File: src/hw/exc_pkg.sv
// Package: constants, register map and carriers for the exception integration block
package exc_pkg;
  localparam int unsigned IRQ_COUNT      = 60;
  localparam int unsigned PRIO_BITS      = 3;
  localparam int unsigned PRIO_FIELD_W   = 8;
  localparam int unsigned ADDR_W         = 8;
  localparam int unsigned DATA_W         = 32;
  localparam int unsigned IRQ_IDX_W      = 6;
  localparam int unsigned LIT_COMPARATORS  = 2;
  localparam int unsigned INSN_COMPARATORS = 6;
  localparam int unsigned RESET_HOLD       = 4;

  // Register byte offsets
  localparam logic [7:0] OFS_CTRL_TYPE  = 8'h00;
  localparam logic [7:0] OFS_AUX_FAULT  = 8'h04;
  localparam logic [7:0] OFS_RESET_CTRL = 8'h08;
  localparam logic [7:0] OFS_SYS_CTRL   = 8'h0C;
  localparam logic [7:0] OFS_CONFIG     = 8'h10;
  localparam logic [7:0] OFS_STATUS     = 8'h14;
  localparam logic [7:0] OFS_PRIO_SEL   = 8'h18;
  localparam logic [7:0] OFS_PRIO_DATA  = 8'h1C;
  localparam logic [7:0] OFS_PEND_LO    = 8'h20;
  localparam logic [7:0] OFS_PEND_HI    = 8'h24;

  // Field positions
  localparam int unsigned LINE_CNT_W       = 5;
  localparam int unsigned BIT_SYS_RESET    = 2;
  localparam int unsigned BIT_SLEEP_EXIT   = 1;
  localparam int unsigned BIT_DEEP_SLEEP   = 2;
  localparam int unsigned BIT_ST_SLEEP     = 0;
  localparam int unsigned BIT_ST_LOCKED    = 1;
  localparam int unsigned BIT_ST_EXCL      = 2;

  localparam logic [4:0]  LINE_CNT_VALUE = 5'h00;
  localparam logic [31:0] AUX_FAULT_VALUE = 32'h0000_0000;
  localparam logic [31:0] WORD_ZERO      = 32'h0000_0000;
  localparam logic [7:0]  PRIO_MASK      = 8'hE0;
  localparam logic [2:0]  PRIO_RESET     = 3'h0;

  // Register bus request
  typedef struct packed {
    logic [7:0]  addr;
    logic [31:0] wdata;
    logic        wr;
    logic        rd;
  } reg_req_t;

  // Core side status
  typedef struct packed {
    logic wait_interrupt_instr;
    logic isr_exit;
    logic nmi;
    logic fault_unrecoverable;
    logic excl_access;
  } core_evt_t;

  typedef enum logic [2:0] {
    ST_RUN    = 3'b001,
    ST_SLEEP  = 3'b010,
    ST_LOCKED = 3'b100
  } core_state_t;
endpackage

File: src/hw/core_exception_integration.sv
// Exception and system-signal integration of the processor core
// What this block does
// - Sixty peripheral interrupt request lines reach the interrupt controller.
// - Interrupt line count field, bits four to zero, reads zero.
// - Three priority bits per interrupt.
// - Setting the reset request bit raises a system reset.
// - Core_flag_a indication unused; only NMI or reset leaves core_flag_a.
// - Auxiliary fault status register always reads zero.
// - Event output unused, event input held inactive.
// - Sleep indication on wait-for-interrupt, or ISR exit with sleep-on-exit.
// - Deep-sleep indication ignored; deep-sleep bit kept cleared by software.
// - Data-side bus has no exclusive access monitor.
// - Two literal and six instruction comparators; no memory protection unit, no wakeup controller.
//
// Chosen here: the register offsets and the plain strobed port.
`timescale 1ns/1ns
module core_exception_integration #(
  parameter int unsigned N_IRQ = exc_pkg::IRQ_COUNT
) (
  input  wire logic                clk_sys_in,
  input  wire logic                rst_b_in,
  input  wire exc_pkg::reg_req_t   req_in,
  output logic [31:0]              rdata_out,
  input  wire logic [N_IRQ-1:0]    irq_in,
  input  wire exc_pkg::core_evt_t  core_evt_in,
  output logic [N_IRQ-1:0]         irq_pend_out,
  output logic                     sleep_indication_out,
  output logic                     sys_reset_request_out,
  output logic                     event_in_out,
  output logic                     excl_okay_out,
  output logic [3:0]               lit_comp_count_out,
  output logic [3:0]               insn_comp_count_out,
  output logic                     mem_protect_unit_present_out,
  output logic                     wakeup_irq_ctrl_present_out
);
  import exc_pkg::*;

  logic [31:0]     rdata_reg;
  logic [31:0]     rdata_next;
  logic [N_IRQ-1:0] pend_reg;
  logic [N_IRQ-1:0] pend_next;
  logic            sleep_on_isr_exit_reg;
  logic            sleep_on_isr_exit_next;
  logic            deep_sleep_reg;
  logic            deep_sleep_next;
  logic [5:0]      prio_sel_reg;
  logic [5:0]      prio_sel_next;
  logic            sys_req_pulse;
  logic            sys_reset_hold;
  logic            prio_wr;
  logic [2:0]      prio_rd;
  core_state_t     state_reg;
  core_state_t     state_next;

  function automatic logic hit(input logic [7:0] a, input logic [7:0] ofs);
    hit = (a == ofs);
  endfunction

  exc_prio_store #(
    .N (N_IRQ),
    .W (PRIO_BITS)
  ) u_prio (
    .clk_sys_in (clk_sys_in),
    .rst_b_in   (rst_b_in),
    .wr_in      (prio_wr),
    .idx_in     (prio_sel_reg),
    .wdata_in   (req_in.wdata[7:5]),
    .rd_idx_in  (prio_sel_reg),
    .rdata_out  (prio_rd)
  );

  exc_reset_gen #(
    .HOLD (RESET_HOLD)
  ) u_rst (
    .clk_sys_in    (clk_sys_in),
    .rst_b_in      (rst_b_in),
    .req_in        (sys_req_pulse),
    .sys_reset_out (sys_reset_hold)
  );

  assign prio_wr = req_in.wr && hit(req_in.addr, OFS_PRIO_DATA);
  assign sys_req_pulse = req_in.wr && hit(req_in.addr, OFS_RESET_CTRL)
                         && req_in.wdata[BIT_SYS_RESET];

  // Register writes and pending latches
  always_comb
  begin
    sleep_on_isr_exit_next = sleep_on_isr_exit_reg;
    deep_sleep_next        = deep_sleep_reg;
    prio_sel_next          = prio_sel_reg;
    pend_next              = pend_reg;
    if (req_in.wr)
    begin
      if (hit(req_in.addr, OFS_SYS_CTRL))
      begin
        sleep_on_isr_exit_next = req_in.wdata[BIT_SLEEP_EXIT];
        deep_sleep_next        = req_in.wdata[BIT_DEEP_SLEEP];
      end
      else if (hit(req_in.addr, OFS_PRIO_SEL))
      begin
        prio_sel_next = req_in.wdata[5:0];
      end
      else if (hit(req_in.addr, OFS_PEND_LO))
      begin
        pend_next[31:0] = pend_reg[31:0] & ~req_in.wdata;
      end
      else if (hit(req_in.addr, OFS_PEND_HI))
      begin
        pend_next[N_IRQ-1:32] = pend_reg[N_IRQ-1:32] & ~req_in.wdata[N_IRQ-33:0];
      end
    end
    // sixty lines latched, set beats clear
    pend_next = pend_next | irq_in;
  end

  // Read mux, answer one cycle after the strobe
  always_comb
  begin
    rdata_next = WORD_ZERO;
    if (req_in.rd)
    begin
      if (hit(req_in.addr, OFS_CTRL_TYPE))
      begin
        rdata_next[LINE_CNT_W-1:0] = LINE_CNT_VALUE;
      end
      else if (hit(req_in.addr, OFS_AUX_FAULT))
      begin
        rdata_next = AUX_FAULT_VALUE;
      end
      else if (hit(req_in.addr, OFS_SYS_CTRL))
      begin
        rdata_next[BIT_SLEEP_EXIT] = sleep_on_isr_exit_reg;
        rdata_next[BIT_DEEP_SLEEP] = deep_sleep_reg;
      end
      else if (hit(req_in.addr, OFS_CONFIG))
      begin
        rdata_next[3:0] = 4'(LIT_COMPARATORS);
        rdata_next[7:4] = 4'(INSN_COMPARATORS);
      end
      else if (hit(req_in.addr, OFS_STATUS))
      begin
        rdata_next[BIT_ST_SLEEP]  = (state_reg == ST_SLEEP);
        rdata_next[BIT_ST_LOCKED] = (state_reg == ST_LOCKED);
        rdata_next[BIT_ST_EXCL]   = 1'b0;
      end
      else if (hit(req_in.addr, OFS_PRIO_SEL))
      begin
        rdata_next[5:0] = prio_sel_reg;
      end
      else if (hit(req_in.addr, OFS_PRIO_DATA))
      begin
        rdata_next[7:0] = {prio_rd, 5'h00} & PRIO_MASK;
      end
      else if (hit(req_in.addr, OFS_PEND_LO))
      begin
        rdata_next = pend_reg[31:0];
      end
      else if (hit(req_in.addr, OFS_PEND_HI))
      begin
        rdata_next[N_IRQ-33:0] = pend_reg[N_IRQ-1:32];
      end
    end
  end

  // Core sleep and core_flag_a tracking
  always_comb
  begin
    state_next = state_reg;
    case (state_reg)
      ST_RUN:
      begin
        if (core_evt_in.fault_unrecoverable)
        begin
          state_next = ST_LOCKED;
        end
        else if (core_evt_in.wait_interrupt_instr
                 || (core_evt_in.isr_exit && sleep_on_isr_exit_reg))
        begin
          state_next = ST_SLEEP;
        end
      end
      ST_SLEEP:
      begin
        if ((|irq_in) || core_evt_in.nmi)
        begin
          state_next = ST_RUN;
        end
      end
      ST_LOCKED:
      begin
        if (core_evt_in.nmi)
        begin
          state_next = ST_RUN;
        end
      end
      default:
      begin
        state_next = ST_RUN;
      end
    endcase
  end

  always_ff @(posedge clk_sys_in)
  begin
    if (!rst_b_in)
    begin
      rdata_reg             <= WORD_ZERO;
      pend_reg              <= '0;
      sleep_on_isr_exit_reg <= 1'b0;
      deep_sleep_reg        <= 1'b0;
      prio_sel_reg          <= 6'h00;
      state_reg             <= ST_RUN;
    end
    else
    begin
      rdata_reg             <= rdata_next;
      pend_reg              <= pend_next;
      sleep_on_isr_exit_reg <= sleep_on_isr_exit_next;
      deep_sleep_reg        <= deep_sleep_next;
      prio_sel_reg          <= prio_sel_next;
      state_reg             <= state_next;
    end
  end

  assign rdata_out             = rdata_reg;
  assign irq_pend_out          = pend_reg;
  // deep-sleep bit stored but never steers anything
  assign sleep_indication_out  = (state_reg == ST_SLEEP);
  assign sys_reset_request_out = sys_reset_hold;
  assign event_in_out          = 1'b0;
  // no exclusive monitor, never reports success
  assign excl_okay_out         = 1'b0;
  assign lit_comp_count_out    = 4'(LIT_COMPARATORS);
  assign insn_comp_count_out   = 4'(INSN_COMPARATORS);
  assign mem_protect_unit_present_out = 1'b0;
  assign wakeup_irq_ctrl_present_out  = 1'b0;

  a_line_count_zero: assert property (@(posedge clk_sys_in) disable iff (!rst_b_in)
    req_in.rd && req_in.addr == OFS_CTRL_TYPE |=> rdata_out[4:0] == 5'h00)
    else $error("line count not zero");
  a_aux_fault_zero: assert property (@(posedge clk_sys_in) disable iff (!rst_b_in)
    req_in.rd && req_in.addr == OFS_AUX_FAULT |=> rdata_out == 32'h0000_0000)
    else $error("aux fault nonzero");
  a_reset_follows_req: assert property (@(posedge clk_sys_in) disable iff (!rst_b_in)
    sys_req_pulse |=> sys_reset_request_out [*4])
    else $error("reset request lost");
  a_irq_latched: assert property (@(posedge clk_sys_in) disable iff (!rst_b_in)
    irq_in[0] |=> irq_pend_out[0])
    else $error("irq not pended");
  a_lock_hold: assert property (@(posedge clk_sys_in) disable iff (!rst_b_in)
    state_reg == ST_LOCKED && !core_evt_in.nmi |=> state_reg == ST_LOCKED)
    else $error("core_flag_a left without nmi");
  a_sleep_on_wait: assert property (@(posedge clk_sys_in) disable iff (!rst_b_in)
    state_reg == ST_RUN && core_evt_in.wait_interrupt_instr
    && !core_evt_in.fault_unrecoverable |=> sleep_indication_out)
    else $error("no sleep on wait for interrupt");
  a_event_idle: assert property (@(posedge clk_sys_in) disable iff (!rst_b_in)
    !event_in_out && !excl_okay_out)
    else $error("event or exclusive active");
  a_prio_low_zero: assert property (@(posedge clk_sys_in) disable iff (!rst_b_in)
    req_in.rd && req_in.addr == OFS_PRIO_DATA |=> rdata_out[4:0] == 5'h00)
    else $error("low priority bits set");
  c_reset_req: cover property (@(posedge clk_sys_in) sys_req_pulse);
  c_sleep: cover property (@(posedge clk_sys_in) $rose(sleep_indication_out));
  c_core_flag_a: cover property (@(posedge clk_sys_in) state_reg == ST_LOCKED);
  c_sleep_exit: cover property (@(posedge clk_sys_in)
    state_reg == ST_RUN && core_evt_in.isr_exit && sleep_on_isr_exit_reg);
  c_pend_top: cover property (@(posedge clk_sys_in) irq_pend_out[N_IRQ-1]);

  // Read data must fall back to zero so a stale word is never taken twice
  a_rdata_idle: assert property (@(posedge clk_sys_in) disable iff (!rst_b_in)
    !req_in.rd |=> rdata_out == 32'h0000_0000)
    else $error("read data not idle");
  a_config_read: assert property (@(posedge clk_sys_in) disable iff (!rst_b_in)
    req_in.rd && req_in.addr == OFS_CONFIG |=> rdata_out[7:0] == 8'h62)
    else $error("comparator counts wrong");
  a_pend_clear: assert property (@(posedge clk_sys_in) disable iff (!rst_b_in)
    req_in.wr && req_in.addr == OFS_PEND_LO && req_in.wdata[0] && !irq_in[0] |=> !irq_pend_out[0])
    else $error("pending bit not cleared");
  a_reset_ends: assert property (@(posedge clk_sys_in) disable iff (!rst_b_in)
    sys_req_pulse ##1 !sys_req_pulse [*4] |=> !sys_reset_request_out)
    else $error("reset request too long");
  a_lock_entry: assert property (@(posedge clk_sys_in) disable iff (!rst_b_in)
    state_reg == ST_RUN && core_evt_in.fault_unrecoverable |=> state_reg == ST_LOCKED)
    else $error("fault did not lock");
  a_sleep_on_exit: assert property (@(posedge clk_sys_in) disable iff (!rst_b_in)
    state_reg == ST_RUN && core_evt_in.isr_exit && sleep_on_isr_exit_reg
    && !core_evt_in.fault_unrecoverable |=> sleep_indication_out)
    else $error("no sleep on routine exit");
  // Deep-sleep setting alone must never put the core to sleep
  a_run_stays: assert property (@(posedge clk_sys_in) disable iff (!rst_b_in)
    state_reg == ST_RUN && !core_evt_in.wait_interrupt_instr && !core_evt_in.isr_exit
    && !core_evt_in.fault_unrecoverable |=> !sleep_indication_out)
    else $error("sleep without a cause");
  a_sleep_wake: assert property (@(posedge clk_sys_in) disable iff (!rst_b_in)
    state_reg == ST_SLEEP && (|irq_in) |=> !sleep_indication_out)
    else $error("interrupt did not wake");
endmodule

File: src/hw/exc_prio_store.sv
// Per-interrupt priority storage with only the top bits implemented
`timescale 1ns/1ns
module exc_prio_store #(
  parameter int unsigned N = 60,
  parameter int unsigned W = 3
) (
  input  wire logic         clk_sys_in,
  input  wire logic         rst_b_in,
  input  wire logic         wr_in,
  input  wire logic [5:0]   idx_in,
  input  wire logic [W-1:0] wdata_in,
  input  wire logic [5:0]   rd_idx_in,
  output logic      [W-1:0] rdata_out
);
  import exc_pkg::*;

  logic [W-1:0] prio_reg  [N];
  logic [W-1:0] prio_next [N];

  genvar g;
  generate
    for (g = 0; g < N; g++)
    begin : g_prio
      always_comb
      begin
        prio_next[g] = prio_reg[g];
        if (wr_in && (idx_in == 6'(g)))
        begin
          prio_next[g] = wdata_in;
        end
      end
      always_ff @(posedge clk_sys_in)
      begin
        if (!rst_b_in)
        begin
          prio_reg[g] <= W'(0);
        end
        else
        begin
          prio_reg[g] <= prio_next[g];
        end
      end
    end
  endgenerate

  // Out-of-range index reads as zero
  assign rdata_out = (int'(rd_idx_in) < N) ? prio_reg[rd_idx_in] : W'(0);
endmodule

File: src/hw/exc_reset_gen.sv
// System reset request pulse stretcher
`timescale 1ns/1ns
module exc_reset_gen #(
  parameter int unsigned HOLD = 4
) (
  input  wire logic clk_sys_in,
  input  wire logic rst_b_in,
  input  wire logic req_in,
  output logic      sys_reset_out
);
  import exc_pkg::*;

  logic [3:0] cnt_reg;
  logic [3:0] cnt_next;

  always_comb
  begin
    cnt_next = cnt_reg;
    if (req_in)
    begin
      cnt_next = 4'(HOLD);
    end
    else if (cnt_reg != 4'h0)
    begin
      cnt_next = cnt_reg - 4'h1;
    end
  end

  always_ff @(posedge clk_sys_in)
  begin
    if (!rst_b_in)
    begin
      cnt_reg <= 4'h0;
    end
    else
    begin
      cnt_reg <= cnt_next;
    end
  end

  assign sys_reset_out = (cnt_reg != 4'h0);
endmodule
File: config.mk
export PLATFORM = sky130hd
export DESIGN_NAME = core_exception_integration
export DESIGN_NICKNAME = d
export VERILOG_FILES = /design/src/hw/exc_pkg.sv /design/src/hw/core_exception_integration.sv /design/src/hw/exc_prio_store.sv /design/src/hw/exc_reset_gen.sv
export SDC_FILE = /design/constraint.sdc
export NUM_CORES = 1
export LEC_CHECK = 0
export CORE_UTILIZATION = 60
export DETAILED_ROUTE_END_ITERATION = 10
export DONT_BUFFER_PORTS = 1
export PLACE_DENSITY = 0.86
export SLEW_MARGIN = 30
export SYNTH_ARGS = -nofsm -noshare
export SYNTH_HDL_FRONTEND = slang
export SYNTH_SLANG_ARGS = --single-unit
File: constraint.sdc
create_clock -name clk_sys_in -period 3.1 [get_ports clk_sys_in]
set_clock_uncertainty 0.15 [all_clocks]
set_input_delay 0.465 -clock clk_sys_in [delete_from_list [all_inputs] [get_ports clk_sys_in]]
set_output_delay 0.465 -clock clk_sys_in [all_outputs]
set_load 0.02 [all_outputs]
==> results.tsv <==
stage	metric	value	unit
cells_and_area	fillers	1268	
clocking	cts_tree	built	
route	drt_iter0_drc	1838	
clocking	htree_levels	1	
yosys	synthCells	1216	
floorplanning	start_util	61.7	%
global_route	grt_max_degree	76	
yosys	synthFlopType	edfxtp_1	
clocking	clkTransAtPathRegs	0.07	ns
critical_path	reg2reg_setup_slack	0.43	ns
sta	slew_violations	0	
clocking	cts_made_buffers	28	
global_route	grt_pass1_wl	65500	microns
cells_and_area	final_cells	1594	
global_route	grt_pass1_vias	11100	
critical_path	end_kind	register	
global_route	grtUsageTotal	40.2	%
floorplanning	die_width	150	microns
yosys	yosysWarnings	0	
route	vias	11100	
place	routabilityCongestion	1.03	
critical_path	critical_path_arrival	3.00	ns
yosys	netlist_area	13100	sq um
sta	finalHoldViolations	4	
cells_and_area	final_layout_size_suffix_gt1_share	10.6	%
clocking	clockBufferDepth	3	
flow_run	drv_cap	0	
cells_and_area	nNetsFinal	1404	
critical_path	cpMostUsedCell	nor4_1	
hold_path	hp-class	in2reg	
route	drc	0	
route	postRouteAntennaNets	0	
power_and_ir_drop	max-vdd-ir-drop	0.000450	V
floorplanning	core	21200	sq um
sta	fin_crit_sh	86.0	%
global_route	grt_remaining_overflow	0	
critical_path	cp_data_required_time	3.44	ns
cells_and_area	largest_reg_flops	180	
critical_path	crit_type	reg2reg	
route	drt_first_pass_iters	6	
critical_path	max_stage_delay	0.86	ns
outcome	violations	negative hold slack	
place	dp.cells	1439	
route	vias_per_cell	6.99	
cells_and_area	area_growth	16.8	%
floorplanning	die-area	22400	sq um
sta	tightestPinTransition	0.835	ns
yosys	yosysUniqueCellTypes	62	
sta	whs	-0.0102	ns
floorplanning	die_h	150	microns
sta	layout_min_cycle_time	2.67	ns
sta	fin_tns_setup	0	ns
clocking	clkSinkCount	293	
floorplanning	io_pins	215	
floorplanning	fp-row-count	53	
critical_path	startpoint_type	register	
cells_and_area	fin_util	72.1	%
cells_and_area	final_cell_mix	nor2_1 (214), edfxtp_1 (180), nand2_1 (151)	
yosys	ys_seq_elements	293	
critical_path	crit_path_max_fanout	17	
clocking	cts.repair.resized	0	
sta	fmax	0.375	GHz
place	dp_hpwl	26700	microns
critical_path	crit_path_cell_trace	buf_4, mux4_2, nor2_1, nor4_1, nor4_1, nor4_1, a211o_1	
yosys	syn_avg_cell_area	10.8	sq um
cells_and_area	fin_area	15300	sq um
global_route	antenna_found_initial	4	
place	port_buffers	0	
sta	setup_viol	0	
power_and_ir_drop	power.total	0.00861	W
outcome	status	finished with violations	
clocking	clock_latency	0.55	ns
route	routed_wl	44200	microns
power_and_ir_drop	p_leak	5.09	nW
critical_path	slowest_stage	dfxtp_1	
place	placed_area	13300	sq um
yosys	synth_edf_count	180	
sta	maxSlewHeadroom	44.2	%
route	wire_per_inst	27.8	microns
yosys	async_reset_ff_share	0	%
clocking	clock-root-buffer	clkbuf_16	
sta	rsz0062_at_grt	false	
power_and_ir_drop	powerDensity	563	nW/um^2
cells_and_area	layout.cells.most_common	nor2_1	
yosys	synth-seq-area-share	58.6	%
[worst max-delay path, delay by kind of cell, from the launching register on]
kind,cells,cell delay [ns]
AND/OR/NAND/NOR,4,0.91
flip-flops,1,0.86
buffers and inverters,1,0.31
multiplexers,1,0.20
AO/OA/AOI/OAI,1,0.17
[area by class of cell]
cell class                      instances  area [sq um]  share of cell area [%]
Sequential cell                       293          7670                    50.2
Multi-Input combinational cell        832          4990                    32.6
Timing Repair Buffer                  132          1290                    8.42
Clock buffer                           36           773                    5.06
Tap cell                              275           344                    2.25
Clock inverter                         16           191                    1.25
Inverter                                7          26.3                   0.172
Antenna cell                            3          7.51                  0.0491
[stage by stage]
stage	hold slack (ns)	setup WS [ns]
6_report	-0.0102	0.434
3_5_place_dp	0.315	0.367
3_3_place_gp	0.309	0.403
5_1_grt	0.00521	0.300
2_1_floorplan	0.294	0.616
4_1_cts	0.000100	0.455
[power by group]
group	internal (W)	switching (W)	total, W
combinational	0.000241	0.000267	0.000508
clock	0.00210	0.00151	0.00361
sequential	0.00428	0.000205	0.00449
[cells in the mapped netlist, types with 4 or more instances]
cell type  count  area (sq um)
buf_4         14           105
mux4_2        37           833
mux2_2         4          45.0
inv_1          6          22.5
and3_1         4          25.0
o21ai_1        8          40.0
mux2i_1       20           200
a22oi_1        7          52.6
nand2_1      151           567
o21ai_0       55           275
a21boi_0      10          75.1
nor3_1        10          50.1
and2_1         6          37.5
nor2b_1       75           469
clkbuf_1      47           176
buf_2         27           135
a22o_1        21           184
nand2b_1       8          50.1
edfxtp_1     180          5410
dfxtp_1      113          2260
a21oi_1       71           355
nor2_1       214           803
nand3_1       32           160
nand4_1       12          75.1
or3_1          5          31.3
nor4_1        23           144
buf_6          4          45.0
[cells by family after synthesis]
group | share of synthesized area, %
buffers and inverters | 3.78
muxes | 8.24
other | 0.0574
xor gates and xnor gates | 0.0669
DFF | 58.6
AOI/OAI and AO/OA | 9.32
adders and majority gates | 0.0955
and+or+nand+nor | 19.9
[layer usage]
layer / up-vias / track usage, % / wire length [microns] / share of wire [%]
li1: 4482 / - / - / -
met1: 5098 / 46.0 / 13300 / 30
met2: 1222 / 61.3 / 19400 / 44
met3: 333 / 14.0 / 7010 / 16
met4: 2 / 32.4 / 4470 / 10
met5: - / 0 / 13 / 0.029
[worst paths after layout]
kind / start / end / cells past startpoint
worst min-delay path: req_in[5] / irq_pend_out[3]$_SDFF_PN0_ / 3
worst max-delay path: register / rdata_out[5]$_SDFF_PP0_ / 7
worst max register to register: register / rdata_out[5]$_SDFF_PP0_ / 7
worst min register to register: u_rst.cnt_reg[1]$_SDFFE_PP0P_ / u_rst.cnt_reg[1]$_SDFFE_PP0P_ / 2
[repair_timing]
action,in CTS,in global routing
buffers inserted,0,0
hold buffers,100,0
endpoints found under the hold margin,88,0
Note: power is estimated with default switching activity, not from simulation.
